**src/design/cp8_pkg.sv**
```systemverilog
// Purpose: Constants and carrier types for the 8B/10B character path.
// Assumes: One 100 MHz core clock and AXI4-Lite register access.
// Notes: Register offsets are byte addresses.
package cp8_pkg;
  // ----------------------------------------------------------------
  // Registers
  // ----------------------------------------------------------------
  localparam logic [31:0] CP8_CTRL_OFS = 32'h0000_0000;
  localparam logic [31:0] CP8_STAT_OFS = 32'h0000_0004;
  localparam int CP8_HALF_BIT = 0;
  localparam int CP8_TXREF_BIT = 1;
  localparam int CP8_RXREF_BIT = 2;
  localparam int CP8_ALIGN_BIT = 0;
  localparam int CP8_TXRD_BIT = 1;
  localparam int CP8_RXRD_BIT = 2;
  localparam int CP8_RECEIVE_CHARACTER_STATUS_LSB = 4;
  localparam logic [1:0] CP8_RESP_OK = 2'h0;
  localparam logic [1:0] CP8_RESP_ERR = 2'h2;
  // ----------------------------------------------------------------
  // Character coding
  // ----------------------------------------------------------------
  localparam logic [2:0] CP8_ST_DATA = 3'h0;
  localparam logic [2:0] CP8_ST_SPECIAL = 3'h1;
  localparam logic [2:0] CP8_ST_VIOL = 3'h2;
  localparam logic [7:0] CP8_IDLE_BYTE = 8'hBC;
  localparam logic [6:0] CP8_COMMA_NEG = 7'h1F;
  localparam logic [6:0] CP8_COMMA_POS = 7'h60;
  localparam logic [3:0] CP8_LAST_BIT = 4'h9;
  localparam logic [5:0] CP8_K28_6B = 6'h0F;
  localparam logic [3:0] CP8_ALT7_4B = 4'h7;
  localparam logic [5:0] CP8_TAB6 [32] = '{6'h27, 6'h1D, 6'h2D, 6'h31, 6'h35, 6'h29, 6'h19, 6'h38,
    6'h39, 6'h25, 6'h15, 6'h34, 6'h0D, 6'h2C, 6'h1C, 6'h17, 6'h1B, 6'h23, 6'h13, 6'h32, 6'h0B,
    6'h2A, 6'h1A, 6'h3A, 6'h33, 6'h26, 6'h16, 6'h36, 6'h0E, 6'h2E, 6'h1E, 6'h2B};
  localparam logic [3:0] CP8_TAB4 [8] = '{4'hB, 4'h9, 4'h5, 4'hC, 4'hD, 4'hA, 4'h6, 4'hE};

  typedef struct packed {logic [1:0] ctrl; logic [7:0] data;} cp8_tx_t;
  typedef struct packed {logic [2:0] status; logic special; logic [7:0] data;} cp8_rx_t;
  typedef struct packed {
    logic [2:0] ctrl; logic refPrev; logic tinPrev; logic [7:0] edgeCnt; logic [7:0] halfIvl;
    logic transmit_input_clock; cp8_tx_t txHold; logic txPend; logic txRd; logic [9:0] txShift; logic [3:0] txBit;
    logic [9:0] rxSh; logic [3:0] rxBit; logic rxAligned; logic rxRd; cp8_rx_t rxPend; cp8_rx_t rxOut;
    logic rxClkA; logic rxClkC; logic awHave; logic [31:0] awAddr; logic wHave; logic [31:0] wData;
    logic [3:0] wStrb; logic bValid; logic [1:0] bResp; logic rValid; logic [31:0] rData; logic [1:0] rResp;
  } cp8_state_t;
endpackage

```
**src/design/cp8_char_path.sv**
```systemverilog
// Purpose: 8B/10B transmit and receive character path with clock generation.
// Assumes: All pins but the asynchronous reset arst_n, including the reference clock, are sampled on core_clk.
// Notes: Serial side moves one bit per core clock, first bit a.
//
// The placing of the registers and the AXI4-Lite slave port were chosen for this implementation.
`timescale 1ns/1ps
`default_nettype none

// Summary of operation
// - Half rate with reference capture takes transmit data on both reference edges.
// - Transmit clock runs at twice reference rate in half rate, else same; own duty at full rate only.
// - With reference selected, both receive clocks are delayed reference copies, phases differ.
// - In half rate, received characters launch on both receive clock edges.
// - Each byte is encoded to ten bits and shifted out serially.
// - Serial input is grouped in tens and data characters decoded back to bytes.
// - All 256 bytes are accepted as data; extra patterns are special characters.
// - Parallel bit 0 is letter A through bit 7 as letter H.
// - Bits a..h follow A..H; i comes from A..E, j from F..H.
// - Qualifier low marks data, high marks special, on both directions.
// - Name index xx is EDCBA, suffix y is HGF; specials take nearest data names.
// - Comma patterns in special characters set receive character alignment.
// - Serial bit order is a, b, c, d, e, i, f, g, h, j.
// - Running disparity updates over abcdei then fghj, carried between sub-blocks.
// - Transmit control bit 0 zero means data; receive status 000 means valid data.
module cp8_char_path (
  input wire logic core_clk,
  input wire logic arst_n,
  input wire logic [31:0] awaddr,
  input wire logic awvalid,
  output logic awready,
  input wire logic [31:0] wdata,
  input wire logic [3:0] wstrb,
  input wire logic wvalid,
  output logic wready,
  output logic [1:0] bresp,
  output logic bvalid,
  input wire logic bready,
  input wire logic [31:0] araddr,
  input wire logic arvalid,
  output logic arready,
  output logic [31:0] rdata,
  output logic [1:0] rresp,
  output logic rvalid,
  input wire logic rready,
  input wire logic referenceClock,
  input wire logic transmitInputClock,
  input wire cp8_pkg::cp8_tx_t txIn,
  output logic transmitClockOutput,
  output logic serialOut,
  input wire logic serialIn,
  output logic receiveClockOutput,
  output logic receiveClockOutputAlt,
  output cp8_pkg::cp8_rx_t rxCharOut
);
  // ----------------------------------------------------------------
  // Coding functions
  // ----------------------------------------------------------------
  function automatic logic isK(input logic [7:0] d);
    return (d[4:0] == 5'h1C) || (d[7:5] == 3'h7 && (d[4:0] == 5'h17 || d[4:0] == 5'h1B ||
      d[4:0] == 5'h1D || d[4:0] == 5'h1E));
  endfunction

  function automatic logic nextRd(input logic [9:0] c, input logic rd);
    logic r;
    r = rd;
    if ($countones(c[9:4]) > 3 || c[9:4] == 6'h07)
      r = 1'b1;
    else if ($countones(c[9:4]) < 3 || c[9:4] == 6'h38)
      r = 1'b0;
    if ($countones(c[3:0]) > 2 || c[3:0] == 4'h3)
      r = 1'b1;
    else if ($countones(c[3:0]) < 2 || c[3:0] == 4'hC)
      r = 1'b0;
    return r;
  endfunction

  // Bits A..E index the six-bit table and F..H the four-bit one.
  function automatic logic [9:0] encode(input logic [7:0] d, input logic k, input logic rd);
    logic [5:0] c6;
    logic [3:0] c4;
    logic r6;
    logic alt;
    c6 = (k && d[4:0] == 5'h1C) ? cp8_pkg::CP8_K28_6B : cp8_pkg::CP8_TAB6[d[4:0]];
    if (rd && ($countones(c6) != 3 || c6 == 6'h38))
      c6 = ~c6;
    r6 = ($countones(c6) == 3) ? rd : ~rd;
    alt = (d[7:5] == 3'h7) && (k || (!r6 && (d[4:0] == 5'h11 || d[4:0] == 5'h12 || d[4:0] == 5'h14)) ||
      (r6 && (d[4:0] == 5'h0B || d[4:0] == 5'h0D || d[4:0] == 5'h0E)));
    c4 = alt ? cp8_pkg::CP8_ALT7_4B : cp8_pkg::CP8_TAB4[d[7:5]];
    if (r6 && ($countones(c4) != 2 || c4 == 4'hC))
      c4 = ~c4;
    if (k && d[4:0] == 5'h1C && !r6 && $countones(c4) == 2 && c4 != 4'hC && c4 != 4'h3)
      c4 = ~c4;
    return {c6, c4};
  endfunction

  // Searching the encoder keeps both directions on one table at the cost of area.
  function automatic cp8_pkg::cp8_rx_t decode(input logic [9:0] c, input logic rd);
    cp8_pkg::cp8_rx_t r;
    logic [8:0] v;
    r = '{status: cp8_pkg::CP8_ST_VIOL, special: 1'b0, data: 8'h00};
    for (int i = 0; i < 512; i++)
    begin
      v = 9'(i);
      if ((!v[8] || isK(v[7:0])) && encode(v[7:0], v[8], rd) == c)
      begin
        r.status = v[8] ? cp8_pkg::CP8_ST_SPECIAL : cp8_pkg::CP8_ST_DATA;
        r.special = v[8];
        r.data = v[7:0];
      end
    end
    return r;
  endfunction

  // ----------------------------------------------------------------
  // State
  // ----------------------------------------------------------------
  cp8_pkg::cp8_state_t s_r;
  cp8_pkg::cp8_state_t s_nxt;
  logic refRise;
  logic refFall;
  logic half;
  logic capture;
  logic clkEdge;
  logic txLoad;
  logic [9:0] txCode;
  logic [9:0] rxWord;
  logic comma;
  logic rxDone;
  logic launch;
  logic [31:0] statWord;
  cp8_pkg::cp8_rx_t rxDec;
  cp8_pkg::cp8_rx_t txCheck;

  always_comb
  begin
    s_nxt = s_r;
    refRise = referenceClock && !s_r.refPrev;
    refFall = !referenceClock && s_r.refPrev;
    half = s_r.ctrl[cp8_pkg::CP8_HALF_BIT];
    s_nxt.refPrev = referenceClock;
    s_nxt.tinPrev = transmitInputClock;
    capture = s_r.ctrl[cp8_pkg::CP8_TXREF_BIT] ? (refRise || (half && refFall))
      : (transmitInputClock && !s_r.tinPrev);
    // The output edge rate comes from the reference, the fall point from half the last edge interval,
    // so at full rate the reference duty cycle never reaches the output; in half rate it does.
    clkEdge = half ? (refRise || refFall) : refRise;
    if (clkEdge)
    begin
      s_nxt.edgeCnt = 8'h01;
      s_nxt.halfIvl = {1'b0, s_r.edgeCnt[7:1]};
      s_nxt.transmit_input_clock = 1'b1;
    end
    else
    begin
      s_nxt.edgeCnt = (s_r.edgeCnt == 8'hFF) ? s_r.edgeCnt : s_r.edgeCnt + 8'h01;
      if (s_r.edgeCnt >= s_r.halfIvl)
        s_nxt.transmit_input_clock = 1'b0;
    end
    // Transmit: an idle comma character fills gaps between host characters.
    txCode = encode(s_r.txHold.data, s_r.txHold.ctrl[0] && isK(s_r.txHold.data), s_r.txRd);
    txCheck = decode(txCode, s_r.txRd);
    txLoad = s_r.txBit == cp8_pkg::CP8_LAST_BIT;
    if (txLoad)
    begin
      s_nxt.txShift = s_r.txPend ? txCode : encode(cp8_pkg::CP8_IDLE_BYTE, 1'b1, s_r.txRd);
      s_nxt.txRd = nextRd(s_nxt.txShift, s_r.txRd);
      s_nxt.txBit = 4'h0;
      s_nxt.txPend = 1'b0;
    end
    else
    begin
      s_nxt.txShift = {s_r.txShift[8:0], 1'b0};
      s_nxt.txBit = s_r.txBit + 4'h1;
    end
    if (capture)
    begin
      s_nxt.txHold = txIn;
      s_nxt.txPend = 1'b1;
    end
    // Receive: a comma in the window forces a character boundary.
    rxWord = {s_r.rxSh[8:0], serialIn};
    comma = rxWord[9:3] == cp8_pkg::CP8_COMMA_NEG || rxWord[9:3] == cp8_pkg::CP8_COMMA_POS;
    rxDone = comma || s_r.rxBit == cp8_pkg::CP8_LAST_BIT;
    rxDec = decode(rxWord, s_r.rxRd);
    s_nxt.rxSh = rxWord;
    if (rxDone)
    begin
      s_nxt.rxBit = 4'h0;
      s_nxt.rxPend = rxDec;
      s_nxt.rxRd = nextRd(rxWord, s_r.rxRd);
      if (comma)
        s_nxt.rxAligned = 1'b1;
      else if (rxDec.status == cp8_pkg::CP8_ST_VIOL)
        s_nxt.rxAligned = 1'b0;
    end
    else
      s_nxt.rxBit = s_r.rxBit + 4'h1;
    // Receive clocks: delayed reference copies, or a per-character toggle.
    if (s_r.ctrl[cp8_pkg::CP8_RXREF_BIT])
      s_nxt.rxClkA = s_r.refPrev;
    else if (rxDone)
      s_nxt.rxClkA = !s_r.rxClkA;
    s_nxt.rxClkC = s_r.rxClkA;
    launch = (s_nxt.rxClkA != s_r.rxClkA) && (half || !s_r.ctrl[cp8_pkg::CP8_RXREF_BIT] || s_nxt.rxClkA);
    if (launch)
      s_nxt.rxOut = s_r.rxPend;
    // Register slave.
    if (awvalid && awready)
    begin
      s_nxt.awHave = 1'b1;
      s_nxt.awAddr = awaddr;
    end
    if (wvalid && wready)
    begin
      s_nxt.wHave = 1'b1;
      s_nxt.wData = wdata;
      s_nxt.wStrb = wstrb;
    end
    if (s_r.awHave && s_r.wHave)
    begin
      s_nxt.awHave = 1'b0;
      s_nxt.wHave = 1'b0;
      s_nxt.bValid = 1'b1;
      s_nxt.bResp = cp8_pkg::CP8_RESP_OK;
      if (s_r.awAddr == cp8_pkg::CP8_CTRL_OFS)
      begin
        if (s_r.wStrb[0])
          s_nxt.ctrl = s_r.wData[2:0];
      end
      else if (s_r.awAddr != cp8_pkg::CP8_STAT_OFS)
        s_nxt.bResp = cp8_pkg::CP8_RESP_ERR;
    end
    if (s_r.bValid && bready)
      s_nxt.bValid = 1'b0;
    statWord = 32'h0000_0000;
    statWord[cp8_pkg::CP8_ALIGN_BIT] = s_r.rxAligned;
    statWord[cp8_pkg::CP8_TXRD_BIT] = s_r.txRd;
    statWord[cp8_pkg::CP8_RXRD_BIT] = s_r.rxRd;
    statWord[cp8_pkg::CP8_RECEIVE_CHARACTER_STATUS_LSB +: 3] = s_r.rxPend.status;
    if (arvalid && arready)
    begin
      s_nxt.rValid = 1'b1;
      s_nxt.rResp = cp8_pkg::CP8_RESP_OK;
      s_nxt.rData = 32'h0000_0000;
      if (araddr == cp8_pkg::CP8_CTRL_OFS)
        s_nxt.rData = {29'h0000_0000, s_r.ctrl};
      else if (araddr == cp8_pkg::CP8_STAT_OFS)
        s_nxt.rData = statWord;
      else
        s_nxt.rResp = cp8_pkg::CP8_RESP_ERR;
    end
    else if (s_r.rValid && rready)
      s_nxt.rValid = 1'b0;
  end

  always_ff @(posedge core_clk or negedge arst_n)
  begin
    if (!arst_n)
      s_r <= '0;
    else
      s_r <= s_nxt;
  end

  assign awready = !s_r.awHave && !s_r.bValid;
  assign wready = !s_r.wHave && !s_r.bValid;
  assign arready = !s_r.rValid;
  assign bvalid = s_r.bValid;
  assign bresp = s_r.bResp;
  assign rvalid = s_r.rValid;
  assign rdata = s_r.rData;
  assign rresp = s_r.rResp;
  assign transmitClockOutput = s_r.transmit_input_clock;
  assign serialOut = s_r.txShift[9];
  assign receiveClockOutput = s_r.rxClkA;
  assign receiveClockOutputAlt = s_r.rxClkC;
  assign rxCharOut = s_r.rxOut;
endmodule
`default_nettype wire

```
**config.mk**
```make
export PLATFORM = sky130hd
export DESIGN_NAME = cp8_char_path
export DESIGN_NICKNAME = d
export VERILOG_FILES = /design/src/design/cp8_pkg.sv /design/src/design/cp8_char_path.sv
export SDC_FILE = /design/constraint.sdc
export NUM_CORES = 1
export LEC_CHECK = 0
export ABC_AREA = 1
export BUFFER_PORTS_ARGS = -buffer_cell sky130_fd_sc_hd__buf_2
export CAP_MARGIN = 15
export CORE_MARGIN = 1
export CORE_UTILIZATION = 60
export DETAILED_ROUTE_END_ITERATION = 10
export PLACE_DENSITY = 0.81
export SYNTH_ARGS = -nofsm -noshare
export SYNTH_HDL_FRONTEND = slang
export SYNTH_SLANG_ARGS = --single-unit
```
**constraint.sdc**
```tcl
create_clock -name core_clk -period 24.3 [get_ports core_clk]
set_input_delay 1.215 -clock core_clk [delete_from_list [all_inputs] [get_ports core_clk]]
set_output_delay 1.215 -clock core_clk [all_outputs]
set_load 0.01 [all_outputs]
```
==> flow_summary.yaml <==
clock_tree:
  hold_buffers: 0
  cts_tree: "built"
  postCtsSetupRepairBufs: 0
  root_buffer: "clkbuf_16"
  cts.clk_slew.worst_paths_ns: 0.07
  insertion_delay_ns: 0.43
  cts_max_level: 4
  clockBufferDepth: 2
  numCtsBuffers: 17
  cts.repair.resized: 0
  clock-sinks: 130
timing:
  max_slew.worst_pin.slew_ns: 1.04
  skew_ns: 0.0118
  layout_min_cycle_time_ns: 11.01
  fin_ws_ns: 13.29
  slew_headroom_pct: 30.1
  report.final.slew_viol_count: 0
  hold_violations: 0
  whs_ns: 0.465
  fin_crit_sh_pct: 45.3
  rsz0062_at_grt: "false"
  max_freq_mhz: 90.8
  final.setup.tns_ns: 0
  setup_viol: 0
worst_setup_path:
  endpoint_kind: "flip-flop"
  reg2reg_to: "s_r[164]"
  reg2reg_from: "s_r[167]"
  cp.arrival_ns: 11.30
  startpoint: "s_r[167]"
  start_kind: "flip-flop"
  cp_max_fo: 6
  cp_common_cell: "ha_1"
  cp_data_required_time_ns: 24.59
  crit_type: "reg -> reg"
  cpPeakStageDelay_ns: 0.86
  endpoint: "s_r[164]"
  r2r_slack_ns: 13.29
  rr_worst_depth: 45
  worst_path_max_delay_cell: "o31ai_1"
cells_and_area:
  area_delta_synth_final_pct: 8.30
  antennaDiodeCount: 0
  fin_util_pct: 67.1
  layout.cells.non_filler: 2130
  final_area_um2: 13200
  final_nets: 2036
  drive_gt1_share_pct: 14.7
  layout_common_cells: "nand2_1, inv_1, nor2_1"
  layout_commonest_cell: "nand2_1"
placed_design:
  place_congestion: 1.04
  post-place-ws_ns: 13.40
  io_buffer_count: 113
  dp.cells: 2098
  place.detailed.hpwl_um: 28300
  placed_cell_area_um2: 12600
synthesis:
  ys_types: 65
  syn_area_um2: 12200
  ys_seq_elements: 130
  syn_area_per_cell_um2: 6.91
  synthFlopType: "dfrtp_1"
  yosys_warnings: 0
  yosysSeqAreaShare_pct: 26.7
  ys_async_sr_fraction_pct: 100
  syn_inst: 1762
  synth.area.top_cells: "dfrtp_1, nand2_1, inv_1"
  synth_top_area_cell: "dfrtp_1"
  netlist.area_leader.share_pct: 26.7
  synth-edff-count: 0
die:
  die_width_um: 144
  start_util_pct: 61.9
  core_um2: 19700
  die_area_um2: 20900
  row_count: 51
  ios: 177
  die_h_um: 144
route:
  viasPerCell: 5.97
  routed_wl_um: 38700
  vias: 12700
  first_iter_violations: 1455
  first_pass_iters: 6
  ant_nets: 0
  routedWlPerCell_um: 18.2
  drc: 0
run_status:
  status: "finished, final reports clean"
global_routing:
  grt_util_all_layers_pct: 37.2
  grt_pass1_wl_um: 59500
  antenna_found_initial: 0
  grt_pass1_vias: 12000
  overflow: 0
  grt_max_degree: 81
pwr:
  power.leakage_nw: 6.76
  ir_drop_mv: 0.119
  power_density_nw_per_um2: 118
  p_int_mw: 0.811
  netSwitchingFraction_pct: 47.8
  p_sw_mw: 0.743
  pwr-share-comb_pct: 61.6
  p_total_mw: 1.55
  p_clk_share_pct: 16.3
  power_frac_seq_pct: 22.1
run:
  cap_violations: 0
min_path:
  hp-class: "reg -> reg"
## kinds of logic after synthesis
logic type               Yosys count  share of synthesized area, %
other                              1                        0.0308
adder cells (fa/ha/maj)           64                          7.38
AO/OA/AOI/OAI                    237                          11.8
buffers and inverters            344                          14.3
flip-flops                       130                          26.7
XOR/XNOR                          23                          1.72
AND/OR/NAND/NOR                  930                          35.1
multiplexers                      33                          3.05
## cells in the mapped netlist (all sizes together), types with 2 or more instances
| cell type | n |
|---|---|
| a21oi | 58 |
| ha | 51 |
| o32ai | 2 |
| fa | 13 |
| o31ai | 19 |
| clkinv | 3 |
| buf | 88 |
| nand3 | 171 |
| nor3b | 4 |
| o21ai | 84 |
| nand2 | 362 |
| a31oi | 15 |
| nor2 | 208 |
| a22oi | 2 |
| mux2 | 33 |
| o21a | 4 |
| a22o | 2 |
| nand4 | 52 |
| o211ai | 7 |
| nand3b | 3 |
| o2111ai | 7 |
| o22ai | 7 |
| a211oi | 8 |
| xnor2 | 7 |
| a311oi | 2 |
| nor4 | 34 |
| clkbuf | 11 |
| inv | 242 |
| o221ai | 3 |
| nor3 | 85 |
| dfrtp | 130 |
| xor2 | 16 |
| or2 | 4 |
| or4 | 4 |
| o21bai | 3 |
| a31o | 2 |
| a21boi | 4 |
## worst max-delay path: cells and delay by family, from the launching register on
kind / cells / cell delay (ns)
buffers and inverters: 8 / 0.79
adder cells (fa/ha/maj): 15 / 5.02
AND/OR/NAND/NOR: 8 / 1.10
flip-flops: 1 / 0.45
XOR/XNOR: 4 / 0.76
AO/OA/AOI/OAI: 10 / 2.74
## state kept, by name, summed over array words and instances (netlist names)
| signal | cells |
|---|---|
| transmitClockOutput | 1 |
| bvalid | 1 |
| receiveClockOutputAlt | 1 |
| bresp | 1 |
| serialOut | 1 |
| rxCharOut | 10 |
| receiveClockOutput | 1 |
| s_r | 97 |
| rresp | 1 |
| rxWord | 9 |
| half | 1 |
| rvalid | 1 |
| rdata | 5 |
## area by class of cell
class	instances	area [um2]
inverter	245	925
clock buffer	17	425
multi-input combinational	1317	7310
fill	1736	6470
timing repair buffer	141	782
clock inverter	15	161
sequential	130	3250
tap	265	332
## worst min-delay path by stage
stage | depth (start not counted) | slack, ns | start | endpoint
6_report | 2 | 0.46 | s_r[162] | serialOut
5_1_grt | 2 | 0.49 | s_r[162] | serialOut
4_1_cts | 2 | 0.47 | s_r[162] | serialOut
3_5_place_dp | 2 | 0.45 | s_r[162] | serialOut
3_3_place_gp | 2 | 0.43 | s_r[158] | s_r[159]
2_1_floorplan | 0 | 0.37 | rxWord[2] | rxWord[3]
## power groups by stage
stage | Sequential [mW] | Clock (mW) | Combinational, mW
final | 0.343 | 0.253 | 0.957
after global routing | 0.351 | 0.264 | 1.07
after CTS | 0.342 | 0.256 | 0.955
after detailed placement | 0.344 | 0 | 0.950
after global placement | 0.341 | 0 | 0.895
after floorplan | 0.328 | 0 | 0.760
## layer usage
layer | routed length (um) | track usage [%] | vias up
met1 | 15300 | 46.6 | 5819
met4 | 2080 | 19.4 | 0
met5 | 0 | 0 | -
li1 | - | - | 6018
met3 | 3690 | 6.56 | 180
met2 | 17600 | 61.2 | 709
No activity file was read; power rests on OpenSTA's default activity.
